### src/rtl/trlc_pkg.sv
// constants for the trim and rate limit configuration bank
package trlc_pkg;

  // ---------------------------------------------------------------
  // register indices (byte address is four times the index)
  // ---------------------------------------------------------------
  localparam logic [7:0] IDX_COARSE = 8'h8c;
  localparam logic [7:0] IDX_FINE   = 8'h8d;
  localparam logic [7:0] IDX_MON    = 8'h8e;
  localparam logic [7:0] IDX_CONV   = 8'h8f;
  localparam logic [7:0] IDX_OFFS   = 8'h90;
  localparam logic [7:0] IDX_SLOPE  = 8'h91;
  localparam logic [7:0] IDX_UPPER  = 8'h92;
  localparam logic [7:0] IDX_LOWER  = 8'h93;
  localparam logic [7:0] IDX_RCFG   = 8'ha0;
  localparam logic [7:0] IDX_STAT   = 8'ha1;

  // ---------------------------------------------------------------
  // field widths and reset values
  // ---------------------------------------------------------------
  localparam int unsigned COARSE_W = 5;
  localparam int unsigned FINE_W   = 4;
  localparam int unsigned CONV_W   = 3;
  localparam logic [4:0] RST_COARSE = 5'h10;
  localparam logic [3:0] RST_FINE   = 4'h0;
  localparam logic [0:0] RST_MON    = 1'h1;
  localparam logic [2:0] RST_CONV   = 3'h0;
  localparam logic [7:0] RST_OFFS   = 8'h80;
  localparam logic [7:0] RST_SLOPE  = 8'h80;
  localparam logic [7:0] RST_UPPER  = 8'h1e;
  localparam logic [7:0] RST_LOWER  = 8'h23;
  localparam logic [0:0] RST_RCFG   = 1'h0;

  // ---------------------------------------------------------------
  // field positions and scaling
  // ---------------------------------------------------------------
  localparam int unsigned FINE_500_BIT = 3;
  localparam int unsigned FINE_250_BIT = 2;
  localparam int unsigned FINE_125_BIT = 1;
  localparam int unsigned FINE_62_BIT  = 0;
  localparam int unsigned STAT_ACC_BIT = 5;
  localparam int unsigned STAT_SRC_BIT = 6;
  localparam logic [4:0]  COARSE_MAX   = 5'h18;
  localparam int unsigned SLOPE_SHIFT  = 7;
  localparam logic signed [12:0] OFFS_BIAS = 13'sh0100;

  typedef enum logic [2:0] {
    SRC_STRENGTH    = 3'b000,
    SRC_TEMP        = 3'b001,
    SRC_HALF_SUPPLY = 3'b010
  } trlc_src_e;

endpackage

### src/rtl/trlc_field.sv
// one writable configuration field with reset value
`timescale 1ns/1ps
`default_nettype none
module trlc_field #(
  parameter int unsigned W   = 8,
  parameter logic [W-1:0] RST = '0
) (
  // clock and reset
  input  wire logic         clk_i,
  input  wire logic         rst_i,
  // write port
  input  wire logic         we_i,
  input  wire logic [W-1:0] d_i,
  // stored value
  output logic      [W-1:0] q_o
);

  logic [W-1:0] val_q;

  always_ff @(posedge clk_i) begin
    if (rst_i) begin
      val_q <= RST;
    end else if (we_i) begin
      val_q <= d_i;
    end
  end

  assign q_o = val_q;

endmodule
`default_nettype wire

### src/rtl/trlc_top.sv
// trim, strength compensation and rate limit configuration bank
// What this block does
// - five-bit coarse trim selects 1 pF per step, 0 to 24 pF
// - coarse codes above 18h clamp to 24 pF
// - four fine trim bits each connect one binary-weighted capacitor
// - monitor buffer driven only while its enable bit is one, reset one
// - three-bit code routes strength, temperature or half supply
// - offset code maps to signed correction from -256 to 254
// - strength result multiplied by slope code times two to minus seven
// - eight-bit upper threshold bounds faster rates, reset near ten percent
// - eight-bit lower threshold, reset 23h, bounds slower rates
// - thresholds act only while rate limit enable is set
// - larger threshold code always accepts larger deviation
`timescale 1ns/1ps
`default_nettype none
module trlc_top (
  // clock and reset
  input  wire logic        clk_i,
  input  wire logic        rst_i,
  // wishbone slave
  input  wire logic        cyc_i,
  input  wire logic        stb_i,
  input  wire logic        we_i,
  input  wire logic [31:0] adr_i,
  input  wire logic [3:0]  sel_i,
  input  wire logic [31:0] dat_i,
  output logic      [31:0] dat_o,
  output logic             ack_o,
  // crystal trim
  output logic      [4:0]  coarse_cap_pf_o,
  output logic             fine_trim_500ff_o,
  output logic             fine_trim_250ff_o,
  output logic             fine_trim_125ff_o,
  output logic             fine_trim_62ff_o,
  // monitor pin buffer and converter routing
  output logic             strength_buffer_enable_o,
  output logic             conv_route_strength_o,
  output logic             conv_route_temp_o,
  output logic             conv_route_half_supply_o,
  // strength compensation
  input  wire logic        strength_valid_i,
  input  wire logic [9:0]  strength_raw_i,
  output logic             strength_comp_valid_o,
  output logic signed [12:0] strength_comp_o,
  // data rate acceptance
  input  wire logic        rate_dev_valid_i,
  input  wire logic signed [8:0] rate_dev_i,
  output logic             rate_check_valid_o,
  output logic             rate_accept_o
);

  // ---------------------------------------------------------------
  // bus decode
  // ---------------------------------------------------------------
  logic       ack_q;
  logic [7:0] rd_q;
  wire  [7:0] idx    = adr_i[9:2];
  wire        hi_zero = (adr_i[31:10] == 22'h00_0000);
  wire        req    = cyc_i & stb_i;
  // writes land on the edge where the master sees ack
  wire        wr     = req & we_i & ack_q & sel_i[0] & hi_zero;
  wire  [7:0] wd     = dat_i[7:0];

  wire we_coarse = wr & (idx == trlc_pkg::IDX_COARSE);
  wire we_fine   = wr & (idx == trlc_pkg::IDX_FINE);
  wire we_mon    = wr & (idx == trlc_pkg::IDX_MON);
  wire we_conv   = wr & (idx == trlc_pkg::IDX_CONV);
  wire we_offs   = wr & (idx == trlc_pkg::IDX_OFFS);
  wire we_slope  = wr & (idx == trlc_pkg::IDX_SLOPE);
  wire we_upper  = wr & (idx == trlc_pkg::IDX_UPPER);
  wire we_lower  = wr & (idx == trlc_pkg::IDX_LOWER);
  wire we_rcfg   = wr & (idx == trlc_pkg::IDX_RCFG);

  // ---------------------------------------------------------------
  // configuration fields
  // ---------------------------------------------------------------
  logic [4:0] coarse_q;
  logic [3:0] fine_q;
  logic [0:0] mon_q;
  logic [2:0] conv_q;
  logic [7:0] offs_q;
  logic [7:0] slope_q;
  logic [7:0] upper_q;
  logic [7:0] lower_q;
  logic [0:0] rcfg_q;

  trlc_field #(.W(5), .RST(trlc_pkg::RST_COARSE)) u_coarse (
    .clk_i (clk_i), .rst_i (rst_i), .we_i (we_coarse),
    .d_i (wd[4:0]), .q_o (coarse_q));
  trlc_field #(.W(4), .RST(trlc_pkg::RST_FINE)) u_fine (
    .clk_i (clk_i), .rst_i (rst_i), .we_i (we_fine),
    .d_i (wd[3:0]), .q_o (fine_q));
  trlc_field #(.W(1), .RST(trlc_pkg::RST_MON)) u_mon (
    .clk_i (clk_i), .rst_i (rst_i), .we_i (we_mon),
    .d_i (wd[0:0]), .q_o (mon_q));
  trlc_field #(.W(3), .RST(trlc_pkg::RST_CONV)) u_conv (
    .clk_i (clk_i), .rst_i (rst_i), .we_i (we_conv),
    .d_i (wd[2:0]), .q_o (conv_q));
  trlc_field #(.W(8), .RST(trlc_pkg::RST_OFFS)) u_offs (
    .clk_i (clk_i), .rst_i (rst_i), .we_i (we_offs),
    .d_i (wd), .q_o (offs_q));
  trlc_field #(.W(8), .RST(trlc_pkg::RST_SLOPE)) u_slope (
    .clk_i (clk_i), .rst_i (rst_i), .we_i (we_slope),
    .d_i (wd), .q_o (slope_q));
  trlc_field #(.W(8), .RST(trlc_pkg::RST_UPPER)) u_upper (
    .clk_i (clk_i), .rst_i (rst_i), .we_i (we_upper),
    .d_i (wd), .q_o (upper_q));
  trlc_field #(.W(8), .RST(trlc_pkg::RST_LOWER)) u_lower (
    .clk_i (clk_i), .rst_i (rst_i), .we_i (we_lower),
    .d_i (wd), .q_o (lower_q));
  trlc_field #(.W(1), .RST(trlc_pkg::RST_RCFG)) u_rcfg (
    .clk_i (clk_i), .rst_i (rst_i), .we_i (we_rcfg),
    .d_i (wd[0:0]), .q_o (rcfg_q));

  // ---------------------------------------------------------------
  // crystal trim and routing
  // ---------------------------------------------------------------
  // clamp instead of wrapping
  wire [4:0] coarse_eff = (coarse_q > trlc_pkg::COARSE_MAX) ?
                          trlc_pkg::COARSE_MAX : coarse_q;
  wire src_str  = (conv_q == 3'(trlc_pkg::SRC_STRENGTH));
  wire src_tmp  = (conv_q == 3'(trlc_pkg::SRC_TEMP));
  wire src_half = (conv_q == 3'(trlc_pkg::SRC_HALF_SUPPLY));
  wire src_ok   = src_str | src_tmp | src_half;

  logic [4:0] coarse_pf_q;
  logic [3:0] fine_out_q;
  logic       mon_out_q;
  logic [2:0] route_q;

  always_ff @(posedge clk_i) begin
    if (rst_i) begin
      coarse_pf_q <= trlc_pkg::RST_COARSE;
      fine_out_q  <= trlc_pkg::RST_FINE;
      mon_out_q   <= trlc_pkg::RST_MON[0];
      route_q     <= 3'h1;
    end else begin
      coarse_pf_q <= coarse_eff;
      fine_out_q  <= fine_q;
      mon_out_q   <= mon_q[0];
      route_q     <= {src_half, src_tmp, src_str};
    end
  end

  assign coarse_cap_pf_o          = coarse_pf_q;
  assign fine_trim_500ff_o        = fine_out_q[trlc_pkg::FINE_500_BIT];
  assign fine_trim_250ff_o        = fine_out_q[trlc_pkg::FINE_250_BIT];
  assign fine_trim_125ff_o        = fine_out_q[trlc_pkg::FINE_125_BIT];
  assign fine_trim_62ff_o         = fine_out_q[trlc_pkg::FINE_62_BIT];
  assign strength_buffer_enable_o = mon_out_q;
  assign conv_route_strength_o    = route_q[0];
  assign conv_route_temp_o        = route_q[1];
  assign conv_route_half_supply_o = route_q[2];

  // ---------------------------------------------------------------
  // strength compensation
  // ---------------------------------------------------------------
  // slope first, then offset, so the offset is not scaled
  // product shifted by seven
  wire [17:0] prod   = strength_raw_i * slope_q;
  wire [10:0] scaled = prod[17:trlc_pkg::SLOPE_SHIFT];
  wire signed [12:0] offs_s = $signed({4'h0, offs_q, 1'b0})
                              - trlc_pkg::OFFS_BIAS;
  wire signed [12:0] comp = $signed({2'b00, scaled}) + offs_s;

  logic              comp_vld_q;
  logic signed [12:0] comp_q;

  always_ff @(posedge clk_i) begin
    if (rst_i) begin
      comp_vld_q <= 1'b0;
      comp_q     <= 13'sh0000;
    end else begin
      comp_vld_q <= strength_valid_i;
      if (strength_valid_i) begin
        comp_q <= comp;
      end
    end
  end

  assign strength_comp_valid_o = comp_vld_q;
  assign strength_comp_o       = comp_q;

  // ---------------------------------------------------------------
  // data rate acceptance
  // ---------------------------------------------------------------
  // window grows with each code
  wire signed [9:0] dev_x  = {rate_dev_i[8], rate_dev_i};
  wire signed [9:0] up_x   = $signed({2'b00, upper_q});
  wire signed [9:0] lo_x   = -$signed({2'b00, lower_q});
  wire              in_win = (dev_x <= up_x) && (dev_x >= lo_x);
  wire              accept = ~rcfg_q[0] | in_win;

  logic acc_vld_q;
  logic acc_q;

  always_ff @(posedge clk_i) begin
    if (rst_i) begin
      acc_vld_q <= 1'b0;
      acc_q     <= 1'b1;
    end else begin
      acc_vld_q <= rate_dev_valid_i;
      if (rate_dev_valid_i) begin
        acc_q <= accept;
      end
    end
  end

  assign rate_check_valid_o = acc_vld_q;
  assign rate_accept_o      = acc_q;

  // ---------------------------------------------------------------
  // read mux and acknowledge
  // ---------------------------------------------------------------
  // unused and unmapped read as zero
  wire [7:0] stat = {1'b0, src_ok, acc_q, coarse_eff};
  wire [7:0] rdata =
    !hi_zero                       ? 8'h00 :
    (idx == trlc_pkg::IDX_COARSE)  ? {3'h0, coarse_q} :
    (idx == trlc_pkg::IDX_FINE)    ? {4'h0, fine_q} :
    (idx == trlc_pkg::IDX_MON)     ? {7'h00, mon_q} :
    (idx == trlc_pkg::IDX_CONV)    ? {5'h00, conv_q} :
    (idx == trlc_pkg::IDX_OFFS)    ? offs_q :
    (idx == trlc_pkg::IDX_SLOPE)   ? slope_q :
    (idx == trlc_pkg::IDX_UPPER)   ? upper_q :
    (idx == trlc_pkg::IDX_LOWER)   ? lower_q :
    (idx == trlc_pkg::IDX_RCFG)    ? {7'h00, rcfg_q} :
    (idx == trlc_pkg::IDX_STAT)    ? stat : 8'h00;

  // one wait state; unmapped addresses still get ack
  always_ff @(posedge clk_i) begin
    if (rst_i) begin
      ack_q <= 1'b0;
      rd_q  <= 8'h00;
    end else begin
      ack_q <= req & ~ack_q;
      if (req & ~ack_q) begin
        rd_q <= rdata;
      end
    end
  end

  assign ack_o = ack_q;
  assign dat_o = {24'h00_0000, rd_q};
endmodule
`default_nettype wire
### config.mk
export PLATFORM = sky130hd
export DESIGN_NAME = trlc_top
export DESIGN_NICKNAME = d
export VERILOG_FILES = /design/src/rtl/trlc_pkg.sv /design/src/rtl/trlc_field.sv /design/src/rtl/trlc_top.sv
export SDC_FILE = /design/constraint.sdc
export NUM_CORES = 1
export LEC_CHECK = 0
export BUFFER_PORTS_ARGS = -buffer_cell sky130_fd_sc_hd__buf_2
export CORE_MARGIN = 2
export CORE_UTILIZATION = 60
export DETAILED_ROUTE_END_ITERATION = 10
export PLACE_DENSITY = 0.87
export SLEW_MARGIN = 20
export SYNTH_ARGS = -nofsm -noshare
export SYNTH_HDL_FRONTEND = slang
export SYNTH_SLANG_ARGS = --single-unit
### constraint.sdc
create_clock -name clk_i -period 18.2 [get_ports clk_i]
set_input_delay 3.64 -clock clk_i [delete_from_list [all_inputs] [get_ports clk_i]]
set_output_delay 3.64 -clock clk_i [all_outputs]
set_load 0.01 [all_outputs]
# Word level (Yosys, flattened, before mapping)
# Cells that the tools add are included.
# totals
word_cells	73
inputBits	94
regBits	84
# op_classes
bitwise_logic	20
n_mul	1
n_mux	12
magnitude_cmp	3
eq_ne	12
n_addsub	3
n_reduce_logical	3
# op_table
op	n
8-bit == test, second input constant	10
8-bit two-way mux	9
22-bit logical NOT	1
10-bit by 8-bit multiplier with 18-bit output	1
1-bit AND	15
7-bit two-way mux	2
12-bit by 10-bit adder with 13-bit output	1
9-bit by 10-bit greater-or-equal comparator with 1-bit output	1
8-bit negation with 10-bit output	1
9-bit by 9-bit subtractor with 10-bit output, second input constant	1
9-bit <= comparator	1
5-bit greater-than comparator, second input constant	1
5-bit two-way mux	1
3-bit by 1-bit == test with 1-bit output, second input constant	1
3-bit by 2-bit == test with 1-bit output, second input constant	1
3-bit logical NOT	1
1-bit bitwise OR	3
1-bit NOT	2
1-bit logical AND	1

# Depth between registers and ports, before layout
# Gate-level depths: netlist (run 1).
# logic_depth
word_depth	14
ltp_mapped	26
depth_no_buf	25

# Modules after synthesis
# A second synthesis (run 1) with hierarchy kept.
# hier_totals
cells_unflattened	802
hier_area_um2	7095.6
# by_module_without_submodules
mod	area_each_um2	n_inst	cells_per_inst
trlc_top	5427.7	1	654
trlc_field (u_offs ...)	290.3	2	26
trlc_field (u_upper)	297.8	1	26
trlc_field (u_lower)	295.3	1	26
trlc_field (u_coarse)	183.9	1	16
trlc_field (u_fine)	140.1	1	13
trlc_field (u_conv)	101.3	1	9
trlc_field (u_mon)	35.0	1	3
trlc_field (u_rcfg)	33.8	1	3

# Worst setup path after synthesis (run 1)
# No wires, ideal clock.
# synth_path
path_kind	input-to-reg
start	input port strength_raw_i[4]
end	register comp_q[12] (netlist: strength_comp_o[12])
path_slack_ns	9.203
t_arrival_ns	8.912
required_time_ns	18.114
cell_stages	20
setup_time_ns	0.086
path_cell_list	and2_1 > fa_1 > inv_1 > fa_1 > fa_1 > fa_1 > inv_1 > ha_1 > a21oi_1 > nand2_1 > a221oi_1 > o21ai_0 > and4_1 > o31a_1 > ha_1 > and2_1 > a311oi_1 > o21ai_0 > xnor2_1 > a211oi_1
# synth_via
elab_chain_len	2
# synth_rtl
item	line	source
from (decl)	trlc_top.sv:42	input wire logic [9:0] strength_raw_i,
10-bit by 8-bit multiplier with 18-bit output	trlc_top.sv:160	wire [17:0] prod = strength_raw_i * slope_q;
12-bit by 10-bit adder with 13-bit output	trlc_top.sv:164	wire signed [12:0] comp = $signed({2'b00, scaled}) + offs_s;
to (signal assigned)	trlc_top.sv:176	comp_q <= comp;
to (decl)	trlc_top.sv:167	logic signed [12:0] comp_q;
# Every way passes these cells.
# A chain may end at the register's enable or synchronous reset.

# Worst setup path after layout (run 1)
# Ends and elaborated chain as after synthesis.

==> results of run 1 <==
final cells by class:
type                    instances  area (sq um)  share of cell area, %
multi-input cells             593          4770                   60.9
inverters                      88           330                   4.22
clock buffers                   9           225                   2.88
flip-flops and latches         84          1680                   21.5
repair buffers                105           533                   6.81
clock inverters                 7           106                   1.36
well taps                     143           179                   2.29
worst paths after layout:
check	start	endpoint	slack, ps	depth (start not counted)
max	strength_raw_i[4]	strength_comp_o[12]$_SDFFE_PP0P_	8660	22
min	rd_q[3]$_SDFFE_PP0P_	rd_q[3]$_SDFFE_PP0P_	450	1
max reg2reg	u_slope.q_o[6]$_SDFFE_PP0P_	strength_comp_o[12]$_SDFFE_PP0P_	11540	20
min reg2reg	rd_q[3]$_SDFFE_PP0P_	rd_q[3]$_SDFFE_PP0P_	450	1
worst register-to-register path, stage by stage (launching register included):
cell	delay (ps)
dfxtp_1	620
and2_1	230
fa_1	470
fa_1	530
fa_1	540
inv_1	50
fa_1	530
inv_1	40
ha_1	320
and4_1	220
a221oi_1	550
o21ai_0	360
a21oi_1	290
xnor2_1	120
ha_1	240
nor3_1	250
o21ai_0	200
a311oi_1	460
o21ai_0	180
xnor2_1	150
a211oi_1	230
state kept, by name, indices dropped and copies added (netlist names):
register and count:
u_upper.q_o 8, rd_q 8, u_slope.q_o 8, coarse_cap_pf_o 5, strength_buffer_enable_o 1, u_conv.q_o 3, rate_accept_o 1, fine_out_q 4
u_coarse.q_o 5, u_fine.q_o 4, ack_o 1, rate_check_valid_o 1, u_lower.q_o 8, route_q 3, u_rcfg.q_o 1, strength_comp_valid_o 1
strength_comp_o 13, u_offs.q_o 8, u_mon.q_o 1
logic make-up (layout without fill, tap and decap cells):
| family | Yosys count | count (layout) | synth area share (%) |
|---|---|---|---|
| flip-flops | 84 | 84 | 23.9 |
| AO/OA/AOI/OAI | 107 | 107 | 10.1 |
| XOR/XNOR | 25 | 25 | 3.11 |
| buffers and inverters | 145 | 209 | 9.50 |
| other | 1 | 24 | 0.0533 |
| adder cells (fa/ha/maj) | 114 | 114 | 25.4 |
| AND/OR/NAND/NOR | 283 | 283 | 20.9 |
| multiplexers | 40 | 40 | 6.98 |
stage by stage:
step	setup slack [ps]	utilization, %
after global routing	8300	68.5
after detailed placement	8430	65.6
after CTS	8670	68.5
after global placement	8530	65.6
after floorplan	9200	-
final	8660	68.5
cell usage in the layout, fill, tap and decap left out, drive strengths merged, types with 5 or more instances in the layout:
master	n
nor4	7
nor3	12
mux2i	31
nand3	9
mux4	7
nor2b	15
dfxtp	84
or4	5
o21ai	14
and2	58
inv	90
nor2	69
conb	24
a211o	9
buf	105
fa	48
ha	66
xnor2	19
a21oi	33
xor2	6
nand2b	7
a211oi	8
clkbuf	9
nand4	6
nand2	72
and3	5
or2	5
a21o	8
metal layers:
metal | vias up | GRT usage [%] | share of wire (%)
met1 | 2764 | 35.2 | 42
met5 | - | 0 | 0
met4 | 0 | 6.34 | 1.4
met3 | 26 | 6.75 | 8.5
li1 | 2792 | - | -
met2 | 244 | 43.0 | 48
power by group through the flow:
stage / Clock (mW) / Combinational (mW) / Sequential (mW)
global route: 0.211 / 0.0509 / 0.187
global placement: 0 / 0.0438 / 0.191
finish: 0.200 / 0.0454 / 0.187
detailed placement: 0 / 0.0448 / 0.191
floorplan: 0 / 0.0303 / 0.192
CTS: 0.201 / 0.0451 / 0.187
==> summary.txt, run 1 <==
Status
  – Outcome: finished, final reports clean

Detailed routing
  – Drt drc: 0
  – Initial DRC count: around 410
  – Final wirelength: ~16 mm
  – Via count: approximately 5800
  – TritonRoute pass-1 iters: 5
  – Via density: 5.66
  – Drt wl/cell: roughly 15 um
  – Antenna-violating nets left: 0

Global routing
  – Largest net degree at the start of global routing: between 80 and 90
  – Grt total ovfl: 0
  – First-pass GRT wire length: ~27 mm
  – Initial antenna violation count: 0
  – All-layer global routing usage: a little over a quarter
  – Vias in the first global route: 5636

Placement
  – Placed insts: approximately 1000
  – Routability cong.: just under 0.9
  – Post-DP HPWL: about 12 mm
  – Placement-stage cell area: about 7500 sq um
  – Buffers on Ports: about 100

Synthesis
  – Top cells by count, synth: inv_1, dfxtp_1, nand2_1, nor2_1, ha_1
  – Largest area contributor in the netlist: dfxtp_1
  – Post-synth ARST share: 0%
  – YS warnings: 0
  – Average size of a mapped cell: 8.80 sq um
  – Distinct cells, synth: 64
  – Post-Syn Area: roughly 7000 sq um
  – Post-synth top area share: 23.9%
  – Count leader, synth: inv_1
  – Number of synthesized flops with an enable pin: 0
  – Synthesized netlist cell count: between 700 and 800
  – Top cells by area, synth: dfxtp_1, fa_1, ha_1
  – Top_reg_cell synth: dfxtp_1
  – Synth Register Bits: 84
  – Register area share after synthesis: 23.9%

Power and ir drop
  – Total power: 0.432 mW
  – Peak VDD IR: about 0.000073 V
  – Internal: around 0.33 mW
  – Net Sw Frac: between 20% and 30%
  – Comb pwr share: between 10% and 20%
  – Switching power: around 0.11 mW
  – Clock group share of total power: roughly 46%
  – Sequential power share: between 40% and 50%
  – Power per Cell Area: roughly 55 nW/um^2
  – LEAKAGE: slightly below 4 nW

Worst setup path
  – Critical path peak fanout: 8
  – Cell mode on critical path: fa_1
  – CP max stage cell: a221oi_1
  – Crit path cell chain: buf_2 > and2_1 > fa_1 > inv_1 > fa_1 > fa_1 > fa_1 > inv_1 > ha_1 > a21oi_1 > nand2_1 > a221oi_1 > o21ai_0 > a21oi_1 > xnor2_1 > ha_1 > nor3_1 > o21ai_0 > a311oi_1 > o21ai_0 > xnor2_1 > a211oi_1
  – Worst EP required: 18460 ps
  – WS Path Type: primary input to register
  – CP top delay family: adder cells
  – CP endpoint kind: register
  – Max incr delay on CP: around 580 ps
  – Worst setup SP type: primary input
  – Crit path DAT: between 9000 and 10000 ps
  – Critical path buffer and inverter count: 3

Clocking
  – CTS tree: done
  – Reg clk slew, reported paths: about 60 ps
  – Cts hold-fix bufs: 0
  – Clock Latency Late Sink: 350 ps
  – Post-CTS sizing: 0
  – Clock Tree Root: clkbuf_16
  – Post-CTS Setup Inserts: 0
  – CTS Buffer Depth: 2
  – CTS Buf Count: 9
  – CTS Sinks: between 80 and 90
  – H-tree Lvls: 3

Timing
  – Slew Limit Fails: 0
  – # setup viols final: 0
  – Hold Slack: 452 ps
  – Final Hold Viols: 0
  – RSZ-0062 raised after global routing: no
  – Headroom to the max-slew limit: between 40 and 50%
  – Final Critical Period: about 9500 ps
  – Period utilisation layout: roughly 52%
  – Fin Setup TNS: 0 ps
  – Actual slew at the worst max-slew pin: ~800 ps
  – Max Freq: around 0.10 GHz
  – Skew final: between 7 and 8 ps

Final layout
  – Layout cells sized above 1: between 10% and 20%
  – Nets: 1089
  – Post-route cell area: 7820 sq um
  – Filler cells: approximately 920
  – Antenna diode count: 0
  – Area grow syn2layout: 11.3%
  – Finished Layout Cells: 1029

Die
  – Cell row count: 39
  – # IOs: 156
  – Die Span Y: 112 um
  – Core area: 11400 sq um
  – Die width: 112 um
  – Die ar.: 12600 sq um
  – Starting Density: just over 60%

Hold path
  – HP Class: register to register

Run
  – Max Cap Violations: 0
Note: power is estimated with default switching activity, not from simulation.
==> run 2, diff against run 1 <==
--- a/config.mk
+++ b/config.mk
@@ -5,11 +5,12 @@
 export SDC_FILE = /design/constraint.sdc
 export NUM_CORES = 1
 export LEC_CHECK = 0
+export ABC_AREA = 1
 export BUFFER_PORTS_ARGS = -buffer_cell sky130_fd_sc_hd__buf_2
 export CORE_MARGIN = 2
-export CORE_UTILIZATION = 60
+export CORE_UTILIZATION = 51
 export DETAILED_ROUTE_END_ITERATION = 10
-export PLACE_DENSITY = 0.87
+export PLACE_DENSITY = 0.78
 export SLEW_MARGIN = 20
 export SYNTH_ARGS = -nofsm -noshare
 export SYNTH_HDL_FRONTEND = slang
==> constraint.sdc (replaced) <==
create_clock -name clk_i -period 8 [get_ports clk_i]
set_input_delay 1.6 -clock clk_i [delete_from_list [all_inputs] [get_ports clk_i]]
set_output_delay 1.6 -clock clk_i [all_outputs]
set_load 0.01 [all_outputs]
==> run 2 against run 1 <==
  * Register-to-register slack got worse by 9400 ps
  * Via count increased by 15%
  * Flip-flop and latch count did not move
  * Power rose by 120%
  * Cell count rose by 28%
  * Clock power grew 99%
==> summary.txt, run 2 <==
Status
  – Outcome: finished, final reports clean

Worst setup path
  – Setup crit end: strength_comp_o[12]$_SDFFE_PP0P_
  – Worst Setup SP: strength_raw_i[2]
  – CP endpoint kind: register
  – Max incr delay on CP: 550 ps (-30 ps)
  – Reg2Reg Launch Point: u_slope.q_o[7]$_SDFFE_PP1P_
  – CP top delay family: adder cells
  – Worst EP required: 8240 ps (-10220 ps)
  – WS Path Type: primary input to register
  – Worst r2r dst: strength_comp_o[12]$_SDFFE_PP0P_
  – CP max stage cell: fa_1
  – Worst R2R Path Depth: 23 (+15%)
  – Critical path peak fanout: 8 (unchanged)
  – Levels on crit path: 25 (+14%)
  – Critical path buffer and inverter count: 6 (+3)
  – Reg2Reg Setup Slack: 2190 ps (-9350 ps)
  – Worst setup SP type: primary input
  – Cell mode on critical path: inv_1
  – Crit path DAT: 6800 ps (-3000 ps)

Final layout
  – Area grow syn2layout: 11.1%
  – Layout cells sized above 1: 13.1% (-2.9 points)
  – Antenna diode count: 0 (unchanged)
  – Area of the multi-input gates: 4720 sq um (-1.0%)
  – Max FFs per register: 13 (unchanged)
  – Nets: 1336 (+23%)
  – Register area: 1680 sq um (unchanged)
  – Most common cell after layout, fill and taps aside: nand2_1
  – Most frequent cells in the layout: nand2_1, inv_1, buf_2
  – Filler cells: 1376 (+50%)

Timing
  – RSZ-0062 raised after global routing: no
  – Final Hold Viols: 0 (unchanged)
  – Actual slew at the worst max-slew pin: 581 ps (-215 ps)
  – Max Freq: 0.152 GHz
  – # setup viols final: 0 (unchanged)
  – Skew final: 6.58 ps (-1.10 ps)
  – Slew Limit Fails: 0 (unchanged)
  – Final critical-path setup slack: 1440 ps (-7220 ps)
  – Final Critical Period: ~6600 ps
  – Headroom to the max-slew limit: 61.3% (+14 points)
  – Fin Setup TNS: 0 ps (unchanged)
  – Period utilisation layout: roughly 80%

Detailed routing
  – TritonRoute pass-1 iters: 5 (unchanged)
  – Initial DRC count: 365 (-11%)
  – Drt wl/cell: 13.2 um (-14%)
  – Drt drc: 0 (unchanged)
  – Via density: 5.11 (-9.8%)
  – Via count: 6727 (+15%)
  – Final wirelength: 17.4 mm (+10%)
  – Antenna-violating nets left: 0 (unchanged)

Power and ir drop
  – Peak VDD IR: 0.0000922 V (+26%)
  – Power per Cell Area: 113 nW/um^2 (+100%)
  – LEAKAGE: 4.69 nW (+20%)

Run
  – Max Cap Violations: 0 (unchanged)

Placement
  – Post-DP HPWL: 13.8 mm (+15%)
  – Buffers on Ports: 102 (unchanged)
  – Routability cong.: 0.918 (+4.2%)
  – Dpl ws: 1140 ps (-7290 ps)

Clocking
  – CTS tree: done
  – H-tree Lvls: 3 (unchanged)
  – CTS Buf Count: 9 (unchanged)
  – Post-CTS sizing: 0 (unchanged)
  – Reg clk slew, reported paths: 70 ps (about the same)
  – Clock Tree Root: clkbuf_16
  – Cts hold-fix bufs: 0 (unchanged)
  – Clock Latency Late Sink: 340 ps (about the same)
  – CTS Sinks: 84 (unchanged)
  – Post-CTS Setup Inserts: 0 (unchanged)
  – CTS Buffer Depth: 2 (unchanged)

Synthesis
  – Synth Register Bits: 84 (unchanged)
  – Post-synth ARST share: 0% (unchanged)
  – Average size of a mapped cell: 7.12 sq um (-19%)
  – Synthesized netlist cell count: 1043 (+31%)
  – Top_reg_cell synth: dfxtp_1
  – Number of synthesized flops with an enable pin: 0 (unchanged)
  – Post-Syn Area: 7420 sq um (+5.6%)
  – Top cells by count, synth: nand2_1, inv_1, nor2_1, dfxtp_1, a21oi_1
  – Top cells by area, synth: dfxtp_1, fa_1, ha_1
  – Post-synth top area share: 22.6% (-1.3 points)
  – Count leader, synth: nand2_1
  – Register area share after synthesis: 22.6% (-1.3 points)
  – Largest area contributor in the netlist: dfxtp_1
  – YS warnings: 0 (unchanged)
  – Distinct cells, synth: 45 (-30%)

Die
  – Die Span Y: 125 um (+11%)
  – Starting Density: 51.7% (-9.9 points)
  – Die width: 125 um (+11%)
  – Core area: 14400 sq um (+26%)
  – # IOs: 156 (unchanged)
  – Die ar.: 15500 sq um (+23%)
  – Cell row count: 44 (+13%)

Global routing
  – All-layer global routing usage: 22.7% (-3.5 points)
  – Largest net degree at the start of global routing: 56 (-31%)
  – First-pass GRT wire length: 29.5 mm (+10%)
  – Grt total ovfl: 0 (unchanged)
  – Vias in the first global route: 6382 (+13%)
  – Initial antenna violation count: 0 (unchanged)

Hold path
  – HP Class: register to register
  – Hold Startpoint: u_mon.q_o$_SDFFE_PP1P_
## run 2: cell count changes after synthesis, sizes merged, moves of 21 or more
| cell | change |
|---|---|
| mux2i | -31 |
| nor2 | +36 |
| nand3 | +21 |
| nand2 | +141 |
| and2 | -58 |
| inv | +124 |
| o21ai | +50 |
| a21oi | +37 |
## run 2: per-stage QoR
stage,total power [mW],instance area (sq um),hold slack [ps],instances,util (%)
floorplan,0.513,7510,403,1066,-
global placement,0.543,7960,421,1301,55.4
detailed placement,0.544,7960,421,1301,55.4
CTS,0.939,8250,438,1317,57.4
global route,0.970,8250,458,1317,57.4
finish,0.934,8250,441,1317,57.4
## run 2: where the power goes
part	leakage [nW]	switching (mW)	internal, mW
registers	0.681	0.00261	0.423
logic	3.87	0.0704	0.0387
clock network	0.138	0.183	0.215
total	4.69	0.256	0.677
## run 2: final cells by class
| cell class | instances | area share (%) |
|---|---|---|
| clock buffer | 9 | 2.73 |
| clock inverter | 7 | 0.713 |
| inverter | 215 | 9.86 |
| multi-input combinational | 715 | 57.2 |
| sequential | 84 | 20.4 |
| tap | 184 | 2.79 |
| timing repair buffer | 103 | 6.28 |
## run 2: how the worst min path moves through the flow
stage	to	slack (ps)	cells after the start
after global placement	strength_buffer_enable_o$_SDFF_PP1_	420	2
after detailed placement	strength_buffer_enable_o$_SDFF_PP1_	420	2
after floorplan	strength_buffer_enable_o$_SDFF_PP1_	400	2
after CTS	strength_buffer_enable_o$_SDFF_PP1_	440	2
after global routing	fine_out_q[1]$_SDFF_PP0_	460	2
final	strength_buffer_enable_o$_SDFF_PP1_	440	2
## run 2: worst register-to-register path: stages (launching register included)
cell      delay [ps]
dfxtp_1          670
nand2_1          170
fa_1             540
fa_1             520
fa_1             520
fa_1             550
inv_1             40
ha_1             380
a21oi_1          160
o21a_1           160
nor2_1            50
a211oi_1         310
nor2_1            70
nor2_1           120
xnor2_1          160
ha_1             300
a21o_1           210
a21oi_1          190
nand3_1          120
a21o_1           180
nand2_1           50
inv_1             30
o21ai_0          150
inv_1             50
## run 2: cell families (layout without fill, tap and decap cells)
logic type      Yosys count  in the layout  share of synthesized area [%]
flops                    84             84                           22.6
other cells               1             24                         0.0505
simple gates            380            380                           22.5
fa+ha+maj               114            114                           24.1
buf+inv                 267            334                           14.9
xor+xnor                 23             23                           2.71
compound gates          174            174                           13.0
## run 2: metal layers
metal,GRT usage [%],up-vias,routed length [um]
li1,-,3389,-
met3,3.87,19,1080
met4,5.88,0,197
met1,30.1,3119,7710
met2,38.6,200,8370
met5,0,-,0
